File: config.mk
export PLATFORM = sky130hd
export DESIGN_NAME = lec_link_enhancement
export DESIGN_NICKNAME = d
export VERILOG_FILES = /design/src/lec_pkg.sv /design/src/lec_threshold_dec.sv /design/src/lec_link_enhancement.sv
export SDC_FILE = /design/constraint.sdc
export NUM_CORES = 1
export LEC_CHECK = 0
export BUFFER_PORTS_ARGS = -buffer_cell sky130_fd_sc_hd__buf_4
export CORE_AREA = 4 4 82 84
export CTS_CLUSTER_DIAMETER = 100
export DETAILED_ROUTE_END_ITERATION = 12
export DIE_AREA = 0 0 86 88
export PLACE_DENSITY = 0.75
export REMOVE_ABC_BUFFERS = 1
export SETUP_SLACK_MARGIN = 0.3
export SLEW_MARGIN = 20
export SYNTH_ARGS = -nofsm -noshare
export SYNTH_HDL_FRONTEND = slang
export SYNTH_SLANG_ARGS = --single-unit
File: constraint.sdc
create_clock -name CLK -period 4.2 [get_ports CLK]
set_input_delay 0.84 -clock CLK [delete_from_list [all_inputs] [get_ports CLK]]
set_output_delay 0.84 -clock CLK [all_outputs]
set_load 0.03 [all_outputs]
File: src/lec_pkg.sv
// Constants and types for the link enhancement control block
package lec_pkg;
  localparam logic [11:0] LEC_SET_OFS       = 12'ha88;
  localparam logic [11:0] LEC_CLR_OFS       = 12'ha8c;
  localparam logic [7:0]  LEC_CFG_OFS       = 8'hf4;
  localparam logic [31:0] LEC_RESET_VAL     = 32'h00001000;
  localparam logic [31:0] LEC_WR_MASK       = 32'h0000b500;
  localparam logic [31:0] LEC_EEPROM_MASK   = 32'h0000b500;
  localparam int          LEC_DIS_REORDER_B = 15;
  localparam int          LEC_THR_LO_B      = 12;
  localparam int          LEC_MPEG_TS_B     = 10;
  localparam int          LEC_DV_TS_B       = 8;
  localparam logic [7:0]  LEC_FMT_MPEG      = 8'h20;
  localparam logic [7:0]  LEC_FMT_DV        = 8'h00;
  localparam logic [11:0] LEC_THR_2K        = 12'h800;
  localparam logic [11:0] LEC_THR_1K7       = 12'h6c0;
  localparam logic [11:0] LEC_THR_1K        = 12'h400;
  localparam logic [11:0] LEC_THR_512       = 12'h200;
  typedef enum logic [1:0] {
    LEC_THR_SEL_2K  = 2'h0,
    LEC_THR_SEL_1K7 = 2'h1,
    LEC_THR_SEL_1K  = 2'h2,
    LEC_THR_SEL_512 = 2'h3
  } lec_thr_sel_type;
  typedef enum {LEC_TX_IDLE, LEC_TX_FILL, LEC_TX_SEND} lec_tx_state_type;
endpackage

File: src/lec_threshold_dec.sv
// Transmit start threshold decoder
`timescale 1ns/100ps
module lec_threshold_dec
  import lec_pkg::*;
(
  input  wire logic [1:0]  thr_sel,
  input  wire logic        force_sf,
  output logic      [11:0] thr_bytes,
  output logic             sf_mode
);
  always_comb begin
    sf_mode = force_sf;
    case (thr_sel)
      LEC_THR_SEL_2K:  begin
        thr_bytes = LEC_THR_2K;
        sf_mode   = 1'b1;
      end
      LEC_THR_SEL_1K7: thr_bytes = LEC_THR_1K7;
      LEC_THR_SEL_1K:  thr_bytes = LEC_THR_1K;
      LEC_THR_SEL_512: thr_bytes = LEC_THR_512;
      default:         thr_bytes = LEC_THR_2K;
    endcase
    if (force_sf) begin
      thr_bytes = LEC_THR_2K;
    end
  end
endmodule

File: src/lec_link_enhancement.sv
// Link enhancement set/clear register and async transmit start control
`timescale 1ns/100ps
module lec_link_enhancement
  import lec_pkg::*;
(
  input  wire logic        CLK,
  input  wire logic        RST,
  input  wire logic        MEM_WR,
  input  wire logic        MEM_RD,
  input  wire logic [11:0] MEM_ADDR,
  input  wire logic [31:0] MEM_WDATA,
  output logic      [31:0] MEM_RDATA,
  input  wire logic        CFG_WR,
  input  wire logic [7:0]  CFG_ADDR,
  input  wire logic [31:0] CFG_WDATA,
  output logic      [31:0] CFG_RDATA,
  input  wire logic        EEPROM_LOAD,
  input  wire logic [31:0] EEPROM_DATA,
  input  wire logic        RETRIES_ZERO,
  input  wire logic        PKT_START,
  input  wire logic        PKT_EOP,
  input  wire logic        PKT_RETRY,
  input  wire logic        FIFO_EMPTY,
  input  wire logic [11:0] FIFO_LEVEL,
  input  wire logic [7:0]  STREAM_FORMAT_CODE,
  output logic             TX_GO,
  output logic             TX_UNDERRUN,
  output logic             SF_ACTIVE,
  output logic             DISABLE_TX_REORDER,
  output logic             MPEG_TS_ACTIVE,
  output logic             DV_TS_ACTIVE
);
  logic [31:0]      ctl_r;
  logic [31:0]      ctl_nxt;
  logic             sf_latch_r;
  logic             sf_latch_nxt;
  logic             under_r;
  logic             under_nxt;
  lec_tx_state_type st_r;
  lec_tx_state_type st_nxt;
  logic [31:0]      rd_r;
  logic [31:0]      rd_nxt;
  logic             eop_seen_r;
  logic             eop_seen_nxt;
  logic [11:0]      thr_bytes;
  logic             sf_mode;

  lec_threshold_dec u_dec (
    .thr_sel   (ctl_r[LEC_THR_LO_B+1:LEC_THR_LO_B]),
    .force_sf  (sf_latch_r | RETRIES_ZERO),
    .thr_bytes (thr_bytes),
    .sf_mode   (sf_mode)
  );

  // Register file
  always_comb begin
    ctl_nxt = ctl_r;
    if (EEPROM_LOAD) begin
      ctl_nxt = (ctl_r & ~LEC_EEPROM_MASK) | (EEPROM_DATA & LEC_EEPROM_MASK);
    end
    if (MEM_WR && MEM_ADDR == LEC_SET_OFS) begin
      ctl_nxt = ctl_nxt | (MEM_WDATA & LEC_WR_MASK);
    end else if (MEM_WR && MEM_ADDR == LEC_CLR_OFS) begin
      ctl_nxt = ctl_nxt & ~(MEM_WDATA & LEC_WR_MASK);
    end
    if (CFG_WR && CFG_ADDR == LEC_CFG_OFS) begin
      ctl_nxt = CFG_WDATA & LEC_WR_MASK;
    end
    ctl_nxt = ctl_nxt & LEC_WR_MASK;
    rd_nxt = 32'h00000000;
    if (MEM_RD && (MEM_ADDR == LEC_SET_OFS || MEM_ADDR == LEC_CLR_OFS)) begin
      rd_nxt = ctl_r;
    end
  end

  always_ff @(posedge CLK) begin
    if (RST) begin
      ctl_r <= LEC_RESET_VAL;
      rd_r  <= 32'h00000000;
    end else begin
      ctl_r <= ctl_nxt;
      rd_r  <= rd_nxt;
    end
  end

  assign MEM_RDATA = rd_r;
  assign CFG_RDATA = (CFG_ADDR == LEC_CFG_OFS) ? ctl_r : 32'h00000000;

  // Transmit start control
  always_comb begin
    st_nxt       = st_r;
    sf_latch_nxt = sf_latch_r;
    under_nxt    = 1'b0;
    eop_seen_nxt = eop_seen_r;
    case (st_r)
      LEC_TX_IDLE: begin
        eop_seen_nxt = 1'b0;
        if (PKT_START) begin
          st_nxt       = LEC_TX_FILL;
          eop_seen_nxt = PKT_EOP;
        end
      end
      LEC_TX_FILL: begin
        if (PKT_EOP) begin
          eop_seen_nxt = 1'b1;
        end
        if (eop_seen_r || PKT_EOP) begin
          st_nxt = LEC_TX_SEND;
        end else if (!sf_mode && FIFO_LEVEL >= thr_bytes) begin
          st_nxt = LEC_TX_SEND;
        end
      end
      LEC_TX_SEND: begin
        if (PKT_EOP) begin
          eop_seen_nxt = 1'b1;
        end
        if (FIFO_EMPTY && !eop_seen_r && !PKT_EOP) begin
          under_nxt    = 1'b1;
          sf_latch_nxt = 1'b1;
          st_nxt       = LEC_TX_IDLE;
        end else if (FIFO_EMPTY && eop_seen_r) begin
          st_nxt = LEC_TX_IDLE;
        end
      end
      default: st_nxt = LEC_TX_IDLE;
    endcase
    if (PKT_RETRY) begin
      sf_latch_nxt = 1'b1;
    end
  end

  always_ff @(posedge CLK) begin
    if (RST) begin
      st_r       <= LEC_TX_IDLE;
      sf_latch_r <= 1'b0;
      under_r    <= 1'b0;
      eop_seen_r <= 1'b0;
    end else begin
      st_r       <= st_nxt;
      sf_latch_r <= sf_latch_nxt;
      under_r    <= under_nxt;
      eop_seen_r <= eop_seen_nxt;
    end
  end

  assign TX_GO              = (st_r == LEC_TX_SEND);
  assign TX_UNDERRUN        = under_r;
  assign SF_ACTIVE          = sf_mode;
  assign DISABLE_TX_REORDER = ctl_r[LEC_DIS_REORDER_B];
  assign MPEG_TS_ACTIVE     = ctl_r[LEC_MPEG_TS_B] && STREAM_FORMAT_CODE == LEC_FMT_MPEG;
  assign DV_TS_ACTIVE       = ctl_r[LEC_DV_TS_B] && STREAM_FORMAT_CODE == LEC_FMT_DV;

  // Checks
  property p_rsvd_zero;
    @(posedge CLK) disable iff (RST) (ctl_r & ~LEC_WR_MASK) == 32'h00000000;
  endproperty
  a_rsvd_zero: assert property (p_rsvd_zero) else $error("Reserved bits set");

  property p_set;
    @(posedge CLK) disable iff (RST)
      (MEM_WR && MEM_ADDR == LEC_SET_OFS && !CFG_WR && !EEPROM_LOAD)
      |=> ((ctl_r & ($past(MEM_WDATA) & LEC_WR_MASK)) == ($past(MEM_WDATA) & LEC_WR_MASK));
  endproperty
  a_set: assert property (p_set) else $error("Set write failed");

  property p_clr;
    @(posedge CLK) disable iff (RST)
      (MEM_WR && MEM_ADDR == LEC_CLR_OFS && !CFG_WR && !EEPROM_LOAD)
      |=> ((ctl_r & $past(MEM_WDATA)) == 32'h00000000);
  endproperty
  a_clr: assert property (p_clr) else $error("Clear write failed");

  property p_read;
    @(posedge CLK) disable iff (RST)
      (MEM_RD && MEM_ADDR == LEC_CLR_OFS) |=> MEM_RDATA == $past(ctl_r);
  endproperty
  a_read: assert property (p_read) else $error("Read value wrong");

  property p_reorder;
    @(posedge CLK) disable iff (RST)
      (MEM_WR && MEM_ADDR == LEC_SET_OFS && MEM_WDATA[15] && !CFG_WR) |=> DISABLE_TX_REORDER;
  endproperty
  a_reorder: assert property (p_reorder) else $error("Reorder disable wrong");

  property p_sf_retry;
    @(posedge CLK) disable iff (RST) PKT_RETRY |=> SF_ACTIVE;
  endproperty
  a_sf_retry: assert property (p_sf_retry) else $error("Retry not store-forward");

  property p_retries_zero;
    @(posedge CLK) disable iff (RST) RETRIES_ZERO |-> SF_ACTIVE && thr_bytes == LEC_THR_2K;
  endproperty
  a_retries_zero: assert property (p_retries_zero) else $error("Forced store-forward missed");

  property p_underrun;
    @(posedge CLK) disable iff (RST)
      (st_r == LEC_TX_SEND && FIFO_EMPTY && !eop_seen_r && !PKT_EOP)
      |=> TX_UNDERRUN && SF_ACTIVE ##1 !TX_UNDERRUN;
  endproperty
  a_underrun: assert property (p_underrun) else $error("Underrun not handled");

  property p_sf_hold;
    @(posedge CLK) disable iff (RST)
      (st_r == LEC_TX_FILL && sf_mode && !eop_seen_r && !PKT_EOP) |=> !TX_GO;
  endproperty
  a_sf_hold: assert property (p_sf_hold) else $error("Sent before end of packet");

  property p_mpeg;
    @(posedge CLK) disable iff (RST)
      (MEM_WR && MEM_ADDR == LEC_SET_OFS && MEM_WDATA[10] && !CFG_WR)
      |=> MPEG_TS_ACTIVE == (STREAM_FORMAT_CODE == 8'h20);
  endproperty
  a_mpeg: assert property (p_mpeg) else $error("MPEG enable wrong");
endmodule

==> flow_summary_export.csv <==
group,metric,value,unit
clock_network,numCtsBuffers,3,
global_route,grt.overflow.total,0,
logic_synthesis,ys_seq_area_frac,0.196,
die,die_y,88,um
logic_synthesis,async_flop_share,0,
worst_setup_path,cp.required,3.36,ns
layout,fillerInstances,630,
power_and_ir_drop,peakVddDrop,0.000132,V
clock_network,insertion_delay,0.24,ns
die,coreArea,5920,um^2
power_and_ir_drop,p_leak,0.00111,uW
timing,fin_crit_sh,0.635,
routing,viasPerCell,4.09,
timing,finalMaxSlewViolations,0,
hold_path,worstHoldPathType,"flip-flop to flip-flop",
global_route,grt_pass1_wl,6110,um
layout,area_growth,35.6,%
worst_setup_path,crit_arrival,1.83,ns
logic_synthesis,synth_top_area_share,0.265,
logic_synthesis,synth.cell_area,1530,um^2
layout,num_antenna_cells,0,
timing,rsz0062_at_grt,"false",
power_and_ir_drop,p_per_area,255,nW/um^2
timing,setup_viol,0,
placement,io_buffers,81,
layout,drive_above_1_share,0.353,
timing,skew,0.00317,ns
placement,dp_cells,340,
routing,dr.pass1.iters,4,
worst_setup_path,crit_family,"simple AND/OR/NAND/NOR gates",
placement,place_congestion,0.822,
global_route,track_usage,0.0996,
logic_synthesis,syn_area_per_cell,8.18,um^2
logic_synthesis,synth-warning-count,0,
worst_setup_path,regToRegSetupSlack,1.94,ns
routing,drt_iter0_markers,29,
logic_synthesis,ys_ff_latch,15,
worst_setup_path,reg2reg_depth,10,
worst_setup_path,slowest_delay,0.21,ns
logic_synthesis,synth_edf_count,0,
job,maxCapViolCount,0,
worst_setup_path,cp-start-kind,"input pin",
clock_network,post-cts-setup-buffers,0,
worst_setup_path,path_class,"input pin to primary output",
die,io_pins,217,
logic_synthesis,syn_inst,187,
timing,min_period,2.67,ns
die,dieArea,7570,um^2
logic_synthesis,ys.flop_type,"dfxtp_1",
die,start_util,0.258,
placement,dp_hpwl,3740,um
routing,vias,1408,
global_route,grt_pass1_vias,1401,
routing,post-route-drc-count,0,
routing,routedWlPerCell,12.1,um
layout,layout.nets,430,
logic_synthesis,synth_top_cell_by_area,"buf_4",
timing,report.final.hold_viol_count,0,
clock_network,postCtsHoldBufs,0,
logic_synthesis,ys_types,35,
clock_network,cts-resized-gates,0,
timing,max_freq,375,MHz
clock_network,cts_tree,"done",
clock_network,cts_root_buf,"clkbuf_8",
die,die_w,86,um
clock_network,clkTransAtPathRegs,0.06,ns
logic_synthesis,ys_top_cells_by_area,"buf_4, dfxtp_1, ha_1",
worst_setup_path,cpMaxStageDelayCell,"nor4_2",
worst_setup_path,crit_top_cell,"buf_4",
worst_setup_path,crit_fanout,11,
status,run_status,"completed",
hold_path,worstHoldPathCells,2,
routing,final_antenna_net_count,0,
timing,tns,0,ns
worst_setup_path,cp.depth,6,
logic_synthesis,synthTopCellsByCount,"buf_4, dfxtp_1, nand2_1",
global_route,grt_max_degree,12,
worst_setup_path,worst-path-buf-inv,3,
global_route,antenna_found_initial,0,
clock_network,clock_path_buffers,2,
layout,fin_cells,344,
routing,routed_wl,4170,um
clock_network,clock-sinks,15,
logic_synthesis,yosysMostFrequentCell,"buf_4",
worst_setup_path,crit_chain,"buf_4 > nand2b_1 > nor4_2 > buf_4 > and2_1 > buf_4",
clock_network,clock_tree.htree_level_count,1,
die,placementRows,28,
worst_setup_path,end_kind,"primary output",
[where the power goes]
| group | leakage (uW) | internal [uW] | total (uW) | switching (uW) |
|---|---|---|---|---|
| Sequential | 0.000123 | 156 | 169 | 12.8 |
| Clock | 0.0000255 | 65.6 | 115 | 49.9 |
| Combinational | 0.000960 | 97.2 | 245 | 148 |
[flip-flops by register name, summed over array words and instances, names as in the netlist]
register     count
TX_UNDERRUN      1
st_r             2
MEM_RDATA        5
sf_latch_r       1
ctl_r            5
eop_seen_r       1
[through the flow]
stage                     instance area [um^2]   util  hold slack (ns)  setup slack [ns]  power (uW)
after global placement                    2030  0.343            0.479              1.53         409
final                                     2070  0.350            0.507              1.53         530
after floorplan                           1310      -            0.456              1.23         334
after detailed placement                  2030  0.343            0.496              1.52         417
after CTS                                 2070  0.350            0.506              1.52         535
after global routing                      2070  0.350            0.539              1.42         567
[final timing paths]
path | start | to
min reg2reg | eop_seen_r | eop_seen_r
max | CFG_ADDR[3] | CFG_RDATA[13]
max reg2reg | ctl_r[12] | st_r[1]
min | eop_seen_r | eop_seen_r
[layout by cell type (no fill, tap or decap), drive strengths merged, types with 3 or more instances in the layout]
cell type and instances:
a21oi 9, and2 10, and4bb 3, buf 82, clkbuf 3, conb 54
dfxtp 15, ha 13, inv 10, mux2i 10, nand2 14, nand3 10
nand4 6, nor2 6, nor4 3, o21ai 4
[routing by layer]
| metal | routed length [um] | global-route usage | vias up |
|---|---|---|---|
| met2 | 2150 | 0.189 | 78 |
| met4 | 0 | 0 | 0 |
| met5 | 0 | 0 | - |
| met1 | 1570 | 0.116 | 634 |
| met3 | 446 | 0.0310 | 0 |
| li1 | - | - | 696 |
[cells by family (layout without fill, tap and decap cells)]
kind of cell	Yosys count	count (layout)	synth area share
buffers and inverters	67	96	0.297
AND/OR/NAND/NOR	62	62	0.247
other	1	54	0.00245
multiplexers	10	10	0.0654
adder cells (fa/ha/maj)	13	13	0.106
flip-flops	15	15	0.196
AO/OA/AOI/OAI	19	19	0.0859
[cell type report]
class | instances | area, um^2 | share of cell area
Inverter | 10 | 37.5 | 0.0181
Tap cell | 75 | 93.8 | 0.0452
Clock inverter | 1 | 5.00 | 0.00241
Timing Repair Buffer | 82 | 616 | 0.297
Multi-Input combinational cell | 158 | 981 | 0.473
Sequential cell | 15 | 300 | 0.145
Clock buffer | 3 | 41.3 | 0.0199
[tightest hold or removal path, cell delays in order, from the launching register on]
cell and delay (ns):
dfxtp_1 0.32, o21ai_0 0.07, a21oi_1 0.07
Note: power is estimated with default switching activity, not from simulation.
